===== src/rtl/ea_consts.svh =====
// Constants for the effective-address generator and its register window.
`ifndef EA_CONSTS_SVH
`define EA_CONSTS_SVH
`define EA_OFS_CTRL 4'h0
`define EA_OFS_RING 4'h4
`define EA_OFS_STAT 4'h8
`define EA_CTRL_XRING 0
`define EA_CTRL_YRING 1
`define EA_CTRL_RST 2'h0
`define EA_RING_RST 32'h0000_0000
`define EA_STEP_BYTE 32'h0000_0001
`define EA_STEP_WORD 32'h0000_0002
`define EA_STEP_LONG 32'h0000_0004
`define EA_SINGLE_BASE 4'h2
`define EA_XPTR_BASE 4'h4
`define EA_YPTR_BASE 4'h6
`define EA_XIDX_REG 4'h8
`define EA_YIDX_REG 4'h9
`endif


===== src/rtl/ea_pkg.sv =====
// Types shared by the effective-address generator and its users.
package ea_pkg;
  typedef enum logic [1:0] {CLS_CPU = 2'h0, CLS_DUAL = 2'h1, CLS_SINGLE = 2'h2, CLS_NONE = 2'h3} req_class_t;
  typedef enum logic [1:0] {CPU_DIRECT = 2'h0, CPU_INDIRECT = 2'h1, CPU_POSTINC = 2'h2, CPU_PREDEC = 2'h3} cpu_mode_t;
  typedef enum logic [1:0] {SZ_BYTE = 2'h0, SZ_WORD = 2'h1, SZ_LONG = 2'h2, SZ_RSVD = 2'h3} op_size_t;
  typedef enum logic [1:0] {UPD_NONE = 2'h0, UPD_INDEX = 2'h1, UPD_INC = 2'h2, UPD_DEC = 2'h3} ptr_update_t;
endpackage


===== src/rtl/cpu_dsp_address_generator.sv =====
// Effective-address generator for CPU indirect modes and DSP X/Y and single transfers.
//
// Added by the designer: the Wishbone interface to the registers and the placing of the registers.
`include "ea_consts.svh"
`timescale 1ns/1ns
`default_nettype none
module cpu_dsp_address_generator #(
  parameter int ADDR_W = 32
) (
  input wire logic clock,
  input wire logic nrst,
  // Classic Wishbone slave.
  input wire logic wb_cyc_i,
  input wire logic wb_stb_i,
  input wire logic wb_we_i,
  input wire logic [3:0] wb_adr_i,
  input wire logic [3:0] wb_sel_i,
  input wire logic [31:0] wb_dat_i,
  output logic [31:0] wb_dat_o,
  output logic wb_ack_o,
  // Request from the instruction decoder, one cycle per request.
  input wire logic reqValid,
  input wire ea_pkg::req_class_t reqClass,
  input wire ea_pkg::cpu_mode_t cpuMode,
  input wire ea_pkg::op_size_t opSize,
  input wire logic [3:0] regSel,
  input wire ea_pkg::ptr_update_t xUpdate,
  input wire logic ySel,
  input wire ea_pkg::ptr_update_t yUpdate,
  input wire logic xDestSel,
  input wire logic yDestSel,
  // Combinational register-file reads.
  output logic [3:0] rdIdxA,
  input wire logic [ADDR_W-1:0] rdDataA,
  output logic [3:0] rdIdxB,
  input wire logic [ADDR_W-1:0] rdDataB,
  input wire logic [ADDR_W-1:0] xIndexData,
  input wire logic [ADDR_W-1:0] yIndexData,
  // Issue towards memory and back to the register file.
  output logic operandValid,
  output logic [ADDR_W-1:0] operandData,
  output logic cpuBusReq,
  output logic [ADDR_W-1:0] cpuBusAddr,
  output ea_pkg::op_size_t cpuBusSize,
  output logic xyBusReq,
  output logic [15:0] xBusAddr,
  output logic [15:0] yBusAddr,
  output logic xLoadSel,
  output logic yLoadSel,
  output logic wbEnA,
  output logic [3:0] wbIdxA,
  output logic [ADDR_W-1:0] wbDataA,
  output logic wbEnB,
  output logic [3:0] wbIdxB,
  output logic [ADDR_W-1:0] wbDataB
);

  // Software-visible state and the bus handshake.
  logic [1:0] ctrl_reg;
  logic [31:0] ring_reg;
  logic [15:0] issueCount_reg;
  logic ack_reg;
  logic [31:0] rdat_reg;
  // Ring bounds and the pointer arithmetic.
  logic [15:0] ringStart;
  logic [15:0] ringEnd;
  logic xRing;
  logic yRing;
  logic [ADDR_W-1:0] cpuStep;
  logic [ADDR_W-1:0] singleStep;
  logic [ADDR_W-1:0] xStep;
  logic [ADDR_W-1:0] yStep;
  logic [ADDR_W-1:0] xPtrNext;
  logic [ADDR_W-1:0] yPtrNext;
  logic [ADDR_W-1:0] addr_next;
  logic [ADDR_W-1:0] wbDataA_next;
  logic wbEnA_next;
  logic wbEnB_next;
  // Request decode and the bus side.
  logic memReq;
  logic wbHit;
  logic [31:0] wbMask;
  logic [1:0] rstPipe_reg;
  logic coreNrst;

  // The reset pin is not tied to the clock; it asserts at once but is released through
  // two flops, so that every register leaves reset on the same edge.
  always_ff @(posedge clock or negedge nrst) begin
    if (!nrst) begin
      rstPipe_reg <= 2'h0;
    end else begin
      rstPipe_reg <= {rstPipe_reg[0], 1'b1};
    end
  end
  assign coreNrst = rstPipe_reg[1]; // Only the second flop is read by the rest of the block.

  // Ring bounds: start in the low half, end in the high half.
  assign ringStart = ring_reg[15:0];
  assign ringEnd = ring_reg[31:16];
  // Only one pointer may wrap; Y takes precedence when both enables are set.
  // Setting both is a software slip that is not refused; the X side simply stops wrapping.
  assign yRing = ctrl_reg[`EA_CTRL_YRING];
  assign xRing = ctrl_reg[`EA_CTRL_XRING] & ~yRing;

  // Register-file read indices follow the request in the same cycle.
  // The register file must answer combinationally; a registered read would cost a cycle.
  // The second port always points at R6 or R7, and only dual requests use it.
  always_comb begin
    rdIdxB = `EA_YPTR_BASE | {3'h0, ySel};
    unique case (reqClass)
      ea_pkg::CLS_DUAL: rdIdxA = `EA_XPTR_BASE | {3'h0, regSel[0]};
      ea_pkg::CLS_SINGLE: rdIdxA = `EA_SINGLE_BASE + {2'h0, regSel[1:0]};
      default: rdIdxA = regSel;
    endcase
  end

  // Step sizes for the CPU modes and the single transfers.
  always_comb begin
    unique case (opSize)
      ea_pkg::SZ_BYTE: cpuStep = `EA_STEP_BYTE;
      ea_pkg::SZ_WORD: cpuStep = `EA_STEP_WORD;
      default: cpuStep = `EA_STEP_LONG;
    endcase
    // Single transfers know only word and long; anything but long is a word.
    singleStep = (opSize == ea_pkg::SZ_LONG) ? `EA_STEP_LONG : `EA_STEP_WORD;
  end

  // X/Y increments are always one word because the X/Y memories are 16 bits wide.
  // There is no X/Y decrement; stepping down uses an index of minus two.
  always_comb begin
    xStep = (xUpdate == ea_pkg::UPD_INDEX) ? xIndexData : `EA_STEP_WORD;
    yStep = (yUpdate == ea_pkg::UPD_INDEX) ? yIndexData : `EA_STEP_WORD;
  end

  // X pointer update. A wrap replaces bits 15..1 only, so bit 0 and the upper half stay.
  // An index step that jumps over the end value never wraps; steps must land on it.
  always_comb begin
    xPtrNext = rdDataA + xStep;
    if (xRing && rdDataA[15:1] == ringEnd[15:1]) begin
      xPtrNext = {rdDataA[ADDR_W-1:16], ringStart[15:1], rdDataA[0]};
    end
  end

  // Y pointer update writes the low half only; the upper half is kept as read.
  // The low-half sum drops its carry, so the pointer never leaves its page.
  always_comb begin
    yPtrNext = {rdDataB[ADDR_W-1:16], rdDataB[15:0] + yStep[15:0]};
    if (yRing && rdDataB[15:1] == ringEnd[15:1]) begin
      yPtrNext = {rdDataB[ADDR_W-1:16], ringStart[15:1], rdDataB[0]};
    end
  end

  // Address selection and primary write-back value per request class.
  // Pre-decrement uses the stepped value, which puts the subtractor in the address path.
  always_comb begin
    addr_next = rdDataA;
    wbDataA_next = rdDataA;
    wbEnA_next = 1'b0;
    wbEnB_next = 1'b0;
    memReq = 1'b0;
    if (reqValid) begin
      unique case (reqClass)
        // CPU register-indirect modes.
        ea_pkg::CLS_CPU: begin
          unique case (cpuMode)
            ea_pkg::CPU_DIRECT: memReq = 1'b0;
            ea_pkg::CPU_INDIRECT: memReq = 1'b1;
            ea_pkg::CPU_POSTINC: begin
              memReq = 1'b1;
              wbEnA_next = 1'b1;
              wbDataA_next = rdDataA + cpuStep;
            end
            ea_pkg::CPU_PREDEC: begin
              memReq = 1'b1;
              wbEnA_next = 1'b1;
              addr_next = rdDataA - cpuStep;
              wbDataA_next = rdDataA - cpuStep;
            end
          endcase
        end
        // Single transfers over the CPU data bus.
        ea_pkg::CLS_SINGLE: begin
          memReq = 1'b1;
          unique case (xUpdate)
            ea_pkg::UPD_NONE: wbEnA_next = 1'b0;
            ea_pkg::UPD_INDEX: begin
              wbEnA_next = 1'b1;
              wbDataA_next = rdDataA + xIndexData;
            end
            ea_pkg::UPD_INC: begin
              wbEnA_next = 1'b1;
              wbDataA_next = rdDataA + singleStep;
            end
            ea_pkg::UPD_DEC: begin
              wbEnA_next = 1'b1;
              addr_next = rdDataA - singleStep;
              wbDataA_next = rdDataA - singleStep;
            end
          endcase
        end
        // Dual transfers over the X and Y buses.
        ea_pkg::CLS_DUAL: begin
          memReq = 1'b1;
          wbEnA_next = (xUpdate != ea_pkg::UPD_NONE);
          wbDataA_next = xPtrNext;
          wbEnB_next = (yUpdate != ea_pkg::UPD_NONE);
        end
        default: memReq = 1'b0;
      endcase
    end
  end

  // Direct mode hands the register value back as the operand.
  // Data fields load only with a request and then hold, so a late reader still sees them.
  always_ff @(posedge clock or negedge coreNrst) begin
    if (!coreNrst) begin
      operandValid <= 1'b0;
      operandData <= '0;
    end else begin
      operandValid <= reqValid && reqClass == ea_pkg::CLS_CPU && cpuMode == ea_pkg::CPU_DIRECT;
      if (reqValid) begin
        operandData <= rdDataA;
      end
    end
  end

  // CPU data bus issue, shared by the CPU modes and the single transfers.
  // Dual requests leave this bus idle; they ride the X and Y buses instead.
  always_ff @(posedge clock or negedge coreNrst) begin
    if (!coreNrst) begin
      cpuBusReq <= 1'b0;
      cpuBusAddr <= '0;
      cpuBusSize <= ea_pkg::SZ_WORD;
    end else begin
      cpuBusReq <= memReq && reqClass != ea_pkg::CLS_DUAL;
      if (reqValid) begin
        cpuBusAddr <= addr_next;
        if (reqClass == ea_pkg::CLS_SINGLE) begin
          cpuBusSize <= (opSize == ea_pkg::SZ_LONG) ? ea_pkg::SZ_LONG : ea_pkg::SZ_WORD;
        end else begin
          cpuBusSize <= opSize;
        end
      end
    end
  end

  // Dual issue: both buses in one cycle, pre-update pointers, bit 0 and upper half dropped.
  // Issuing from the old pointer value keeps the adders out of the bus address path.
  always_ff @(posedge clock or negedge coreNrst) begin
    if (!coreNrst) begin
      xyBusReq <= 1'b0;
      xBusAddr <= '0;
      yBusAddr <= '0;
      xLoadSel <= 1'b0;
      yLoadSel <= 1'b0;
    end else begin
      xyBusReq <= memReq && reqClass == ea_pkg::CLS_DUAL;
      if (reqValid) begin
        xBusAddr <= {rdDataA[15:1], 1'b0};
        yBusAddr <= {rdDataB[15:1], 1'b0};
        xLoadSel <= xDestSel;
        yLoadSel <= yDestSel;
      end
    end
  end

  // Write-backs leave in the same cycle as the address, one edge after the request is taken.
  // The register file stores them one edge later; a request right behind must be forwarded.
  always_ff @(posedge clock or negedge coreNrst) begin
    if (!coreNrst) begin
      wbEnA <= 1'b0;
      wbIdxA <= '0;
      wbDataA <= '0;
      wbEnB <= 1'b0;
      wbIdxB <= '0;
      wbDataB <= '0;
    end else begin
      wbEnA <= wbEnA_next;
      wbEnB <= wbEnB_next;
      if (reqValid) begin
        wbIdxA <= rdIdxA;
        wbDataA <= wbDataA_next;
        wbIdxB <= rdIdxB;
        wbDataB <= yPtrNext;
      end
    end
  end

  // Count of memory issues, visible to software as block state.
  // A dual transfer counts once, not once per bus; the count wraps silently at 16 bits.
  always_ff @(posedge clock or negedge coreNrst) begin
    if (!coreNrst) begin
      issueCount_reg <= '0;
    end else if (memReq) begin
      issueCount_reg <= issueCount_reg + 16'h0001;
    end
  end

  // Wishbone: ack one cycle after the strobe, dropped the next cycle.
  // Keeping ack_reg out of the hit stops one long strobe from being taken twice.
  assign wbHit = wb_cyc_i & wb_stb_i & ~ack_reg;

  // One mask byte per select line, so a partial write leaves the other ring bytes alone.
  for (genvar lane = 0; lane < 4; lane++) begin : g_lane
    assign wbMask[lane*8 +: 8] = {8{wb_sel_i[lane]}};
  end

  // Every offset answers in one cycle, so a stray access never stalls the bus.
  always_ff @(posedge clock or negedge coreNrst) begin
    if (!coreNrst) begin
      ack_reg <= 1'b0;
    end else begin
      ack_reg <= wbHit;
    end
  end

  // Writes land on the ack edge; byte lanes are honoured for the ring bounds.
  // Both ring enables live in the low byte of the control word, so its write needs lane 0.
  always_ff @(posedge clock or negedge coreNrst) begin
    if (!coreNrst) begin
      ctrl_reg <= `EA_CTRL_RST;
      ring_reg <= `EA_RING_RST;
    end else if (ack_reg && wb_cyc_i && wb_stb_i && wb_we_i) begin
      if (wb_adr_i == `EA_OFS_CTRL && wb_sel_i[0]) begin
        ctrl_reg <= wb_dat_i[1:0];
      end
      if (wb_adr_i == `EA_OFS_RING) begin
        ring_reg <= (ring_reg & ~wbMask) | (wb_dat_i & wbMask);
      end
    end
  end

  // Read data is captured as the ack is raised; unmapped offsets read as zero.
  // The captured word holds until the next access, so a slow master still sees it.
  always_ff @(posedge clock or negedge coreNrst) begin
    if (!coreNrst) begin
      rdat_reg <= '0;
    end else if (wbHit) begin
      unique case (wb_adr_i)
        `EA_OFS_CTRL: rdat_reg <= {30'h0000_0000, ctrl_reg};
        `EA_OFS_RING: rdat_reg <= ring_reg;
        `EA_OFS_STAT: rdat_reg <= {16'h0000, issueCount_reg};
        default: rdat_reg <= '0;
      endcase
    end
  end

  // Bus outputs come straight from their flops.
  assign wb_ack_o = ack_reg;
  assign wb_dat_o = rdat_reg;

endmodule
`default_nettype wire


===== config.mk =====
export PLATFORM = sky130hd
export DESIGN_NAME = cpu_dsp_address_generator
export DESIGN_NICKNAME = d
export VERILOG_FILES = /design/src/rtl/ea_pkg.sv /design/src/rtl/cpu_dsp_address_generator.sv
export VERILOG_INCLUDE_DIRS = /design/src /design/src/rtl
export SDC_FILE = /design/constraint.sdc
export NUM_CORES = 1
export LEC_CHECK = 0
export CORE_MARGIN = 5
export CORE_UTILIZATION = 60
export DETAILED_ROUTE_END_ITERATION = 6
export DONT_BUFFER_PORTS = 1
export HOLD_SLACK_MARGIN = 0.02
export PLACE_DENSITY = 0.76
export SYNTH_ARGS = -nofsm -noshare
export SYNTH_HDL_FRONTEND = slang
export SYNTH_SLANG_ARGS = --single-unit

===== constraint.sdc =====
create_clock -name clock -period 14.2 [get_ports clock]
set_input_delay 2.84 -clock clock [delete_from_list [all_inputs] [get_ports clock]]
set_output_delay 2.84 -clock clock [all_outputs]
set_load 0.01 [all_outputs]

# Word level (Yosys, flattened, before mapping)
# Cells that the tools add are included.
[word_totals]
regBits = 258
latchBits = 0
mem_bits_rw = 0
romBits = 0
input_bits = 191
out_inout_bits = 218
word_cells = 104
n_memories = 0
[op_classes]
add_sub_neg = 9
n_mul = 0
div_mod_pow = 0
n_lt_le_gt_ge = 0
eq_ne = 16
shift = 0
muxes = 25
bitwise_logic = 9
reduce_logical = 23
[ops]
columns = ["cell", "count"]
rows = [
  ["$pmux W32 S3", 3],
  ["$mux W32", 4],
  ["$pmux W32 S2", 2],
  ["$add A32 B32 Y32", 3],
  ["$and A32 B32 Y32", 2],
  ["$add A32 B3 Y32", 1],
  ["$mux W16", 2],
  ["$not A32 Y32", 1],
  ["$or A32 B32 Y32", 1],
  ["$sub A32 B3 Y32", 1],
  ["$sub A32 B32 Y32", 1],
  ["$eq A15 B15 Y1", 2],
  ["$add A16 B1 Y16 const B", 1],
  ["$add A16 B16 Y16", 1],
  ["$eq A2 B2 Y1 const B", 6],
  ["$eq A2 B1 Y1 const B", 5],
  ["$logic_and A1 B1 Y1", 10],
  ["$logic_not A2 Y1", 4],
  ["$pmux W4 S2", 1],
  ["$pmux W1 S2", 3],
  ["$pmux W3 S2", 1],
  ["$reduce_or A3 Y1", 2],
  ["$mux W1", 5],
  ["$eq A4 B3 Y1 const B", 1],
  ["other kinds (12)", 19],
]

# Depth between registers and ports, before layout
[logic_depth]
depth_word = 6
ltp_mapped = 16
depth_no_buf = 15

# Worst setup path after synthesis
# No wires, ideal clock.
[synth_path]
path_type = "input to output"
from = "input reqClass[0]"
to = "output rdIdxA[2]"
t_arrival_ps = 4063
required_ps = 11360
setup_slack_ps = 7297
stages = 6
n_path_buf = 2
path_cell_list = "inv_1 -> ha_1 -> clkbuf_1 -> clkbuf_1 -> a21oi_1 -> a21oi_1"
[synth_between]
elab_chain_len = 2
word_cells_on_any_way = 3
cone_classes = "eq/ne (2); mux (1)"
[synth_rtl]
columns = ["item", "line_no", "source"]
rows = [
  ["start, declared", "cpu_dsp_address_generator.sv:23", "input wire ea_pkg::req_class_t reqClass,"],
  ["$eq A2 B2 Y1 / $eq A2 B1 Y1 (equally long branches)", "cpu_dsp_address_generator.sv:110", "unique case (reqClass)"],
  ["$pmux W4 S2 *", "cpu_dsp_address_generator.sv:110", ""],
  ["end, declared", "cpu_dsp_address_generator.sv:33", "output logic [3:0] rdIdxA,"],
]
# Mark *: on every way between the ends. The rest lies on a longest branch, timed or not.

# Worst setup path after layout
# Ends and elaborated chain as after synthesis.

==> impl_summary.md <==
Clock network
The number of hold buffers added after CTS was 0. The tree is rooted in a clkbuf_16. Counting every sink on the clock net gives 243. The number of buffers created by CTS is 26. The clock passes through at most 3 buffers. Clock-pin slew was measured on the worst setup and hold paths at 0.06 ns. TritonCTS built the clock tree. In this run the number of H-tree levels came out at 1. Clock latency on the worst-skew pair, taken at its later pin, is ~0.55 ns. The number of gates given a new drive strength after cts is 0. The number of buffers inserted to repair setup after CTS is 0.

Logic synthesis
The number of warnings reported in the yosys synthesis log is 0. The synthesized netlist contains 82 unique library cells. The average cell area after synthesis is 8.28 um2.

Of the post-synthesis cell area, the dominant cell type holds 31.5%. The sequential area share after synthesis is 31.6%. The dominant cell type by area after synthesis is dfrtp_1. For this run, asynchronously set or reset flops after synthesis account for 100%. Synthesis produced a netlist whose cell count is approximately 2,300.

In the synthesized netlist, the cells that appear most often are nand2_1, dfrtp_1, a21oi_1, o21ai_0, nor2_1. The synthesized netlist occupies a cell area of 19,200 um2. The most frequently used cell type in the post-synthesis netlist is nand2_1. Ranked by total cell area, the synthesized netlist is headed by dfrtp_1, mux2_2, ha_1, xnor2_1, nand2_1. For this run, the leading register cell type out of synthesis is dfrtp_1.

The synthesized design contains 243 register bits. In this run, synthesis inferred 0 flip-flops with an integrated enable.

Die
The floorplan step set the die height to 189 um. The number of top-level design ports is 409. The starting density of the core is slightly above 60%. The total area inside the core boundary comes to around 32,000 um2.

The area enclosed by the die boundary is 35,700 um2. The count of standard-cell rows is 65. In this run the horizontal extent of the chip is approximately 190 um.

Place
Including well taps, the total number of placed cells is ~2,600. The post-detailed-placement half-perimeter wirelength is 50,700 um. In this run the tool buffered the top-level ports with 0 buffer cells. Routability-driven placement finished with a final weighted congestion of 0.954.

Worst setup path
The data arrival time at the worst-slack endpoint is 4.33 ns. At the worst endpoint, the required time is 11.36 ns. STA classifies the critical path endpoint as an output pin. Traced cell by cell, the critical path runs through inv_1 > ha_2 > buf_4 > a21oi_1 > a21oi_1. The worst setup path is launched from an input port. Together, buffers and inverters on the worst path number 2. The largest incremental delay on the critical path is around 0.50 ns. The critical path start-end classification is in2out. The register-to-register setup slack is approximately 11 ns. The slowest cell on the critical path is buf_4. By instance count, the cell type seen most on the critical path is a21oi_1. The start point of the critical path is reqClass[0]. Grouping stages by cell kind, the critical path spends the most delay in buffers and inverters.

Of all nets on the critical path, the largest fanout is 36. The startpoint identified for the worst register-to-register timing path is ctrl_reg[1]$_DFFE_PN0P_.

Timing
The number of hold violations in the final report is 0. The relative slew slack is between 20% and 30%. Across all hold checks on the routed design, the worst slack comes to between 0.3 and 0.4 ns. The transition time of the tightest slew-check pin is around 1.1 ns. The number of max-slew violations in the final report was 0. The clock arrives with 0.0119 ns of skew. The share of the cycle needed by the critical path after routing is between 50% and 60%. The total negative setup slack is 0 ns.

Setup repair after global routing left no endpoint under its margin. The count of final setup violators is 0. The smallest clock period supported by the final layout is computed as 7.17 ns. Static timing analysis puts the maximum clock frequency at 139 MHz.

Power and ir drop
The part of the power in the clock network is a little over a third. Dividing total power by cell area gives a power density of 98.6 nW/um2. Summed over all nets, the switching power comes to 0.000645 W.

The internal power of the cells totals ~0.0013 W. The combinational power share is 20.6%. The standby leakage power is 8.32 nW. The worst voltage drop across the vdd grid is 0.000103 V.

The sequential cell fraction of total power is 43.3%. Net switching is 32.6% of the power.

Routing
After the first detailed-routing iteration, the DRC count stood at 1,753. After detailed routing, the number of remaining DRC violations is 0. Summed over all layers, the routed wires come to 68,000 um.

Before antenna repair, the detailed router went through 6 iterations. Dividing the detail-routed via count by the number of cells gives around 6.9. The average wire per standard cell is roughly 26 um. For this block, the via count after detailed routing is 18,028.

The remaining antenna violation count is 0.

Worst hold path
The min-delay analysis places its worst path in the category reg2reg. The worst hold path begins at rstPipe_reg[0]$_DFF_PN0_.

Global route
The largest net degree at the start of global routing is approximately 220. The residual overflow from global routing is 0. The via count of the first global-routing pass came to roughly 18,000. The number of antenna violations at the first check in global routing is 1. The overall routing resource usage is around 36%. The wire length of the first global-routing pass is 103,000 um.

Final layout
After filler insertion, the fill cell instance count of the layout stands at 2,734. The final layout contains 2,489 nets. At the end of the flow the core is filled with cells to 63.5%.

The final non-filler cell total is approximately 2,600. Compared with the post-synthesis result, the final layout area differs by 4.42%. The sequential cells in the finished layout cover a total of 6090 um2. The area of the multi-input gates is 12,200 um2. The ratio of cells with drive above 1 in the final layout is about 9.7%.

Run status
The flow ran to the end, and the final reports show no timing, DRC or antenna violations.

Job
The total of max-cap violations is 0.
-- cell usage in the layout, fill, tap and decap left out, drive strengths merged, types with 16 or more instances in the layout --
| cell type | count |
|---|---|
| nand4 | 36 |
| nand2 | 250 |
| inv | 68 |
| nor2 | 169 |
| a22oi | 34 |
| a211oi | 18 |
| or3 | 31 |
| a221oi | 20 |
| xnor2 | 112 |
| clkbuf | 33 |
| xor2 | 40 |
| mux2 | 117 |
| a21o | 33 |
| buf | 23 |
| ha | 95 |
| nor4 | 19 |
| and2 | 60 |
| dfrtp | 242 |
| a31oi | 38 |
| nor2b | 46 |
| nand3 | 77 |
| mux2i | 20 |
| o21bai | 16 |
| a21oi | 181 |
| o21ai | 175 |
| nand2b | 20 |
| nor3 | 43 |
-- cell type report --
class	instances	share of cell area, %
clock buffer	33	3.62
tap	402	2.50
inverter	67	1.25
timing repair buffer	23	0.860
multi-input combinational	1836	60.5
clock inverter	15	0.928
sequential	243	30.3
antenna	1	0.0125
-- through the flow --
step / power (W) / cell area [um2] / worst slack (ns)
6_report: 0.00198 / 20100 / 7.03
5_1_grt: 0.00206 / 20100 / 6.72
4_1_cts: 0.00198 / 20100 / 7.07
3_5_place_dp: 0.00127 / 19200 / 6.59
3_3_place_gp: 0.00126 / 19200 / 6.52
2_1_floorplan: 0.00117 / 19300 / 6.93
-- cells by family (layout without fill, tap and decap cells) --
kind of cell / Yosys count / count (layout) / share of synthesized area (%)
XOR/XNOR: 152 / 152 / 6.92
flip-flops: 243 / 243 / 31.6
other: 2 / 8 / 0.0390
adder cells (fa/ha/maj): 101 / 101 / 6.81
multiplexers: 137 / 137 / 7.89
AO/OA/AOI/OAI: 645 / 645 / 21.2
AND/OR/NAND/NOR: 794 / 794 / 20.1
buffers and inverters: 250 / 138 / 5.45
-- worst paths after layout --
kind	to	cells after the start
setup reg to reg	wbDataA[29]$_DFFE_PN0P_	10
max in group asynchronous	wb_dat_o[22]$_DFFE_PN0P_	2
hold / removal	rstPipe_reg[1]$_DFF_PN0_	0
hold reg to reg	rstPipe_reg[1]$_DFF_PN0_	0
setup / recovery	rdIdxA[2]	5
min in group asynchronous	wbDataB[21]$_DFFE_PN0P_	0
-- power by group through the flow --
stage / Clock (W) / Sequential (W) / Combinational (W)
6_report: 0.000716 / 0.000856 / 0.000407
5_1_grt: 0.000753 / 0.000864 / 0.000447
4_1_cts: 0.000722 / 0.000856 / 0.000402
3_5_place_dp: 0 / 0.000868 / 0.000400
3_3_place_gp: 0 / 0.000866 / 0.000391
2_1_floorplan: 0 / 0.000840 / 0.000334
-- worst reg2reg max path, cell delays in order (launching register included) --
cell and delay [ns]:
dfrtp_1 0.49, nor2b_1 0.38, nand4_1 0.19, nor4_2 0.33, buf_4 0.34, nor2b_2 0.18
buf_4 0.23, a211o_1 0.29, a41o_1 0.20, a2111oi_0 0.57, a21oi_1 0.15
-- per-layer routing --
| layer | vias to the layer above | global-route usage [%] | part of all wire, % |
|---|---|---|---|
| met2 | 1076 | 60.5 | 47 |
| met4 | 2 | 19.0 | 6.3 |
| met1 | 8616 | 43.5 | 36 |
| met3 | 249 | 9.29 | 11 |
| li1 | 8085 | - | - |
| met5 | - | 0 | 0.010 |
No activity file was read; power rests on OpenSTA's default activity.
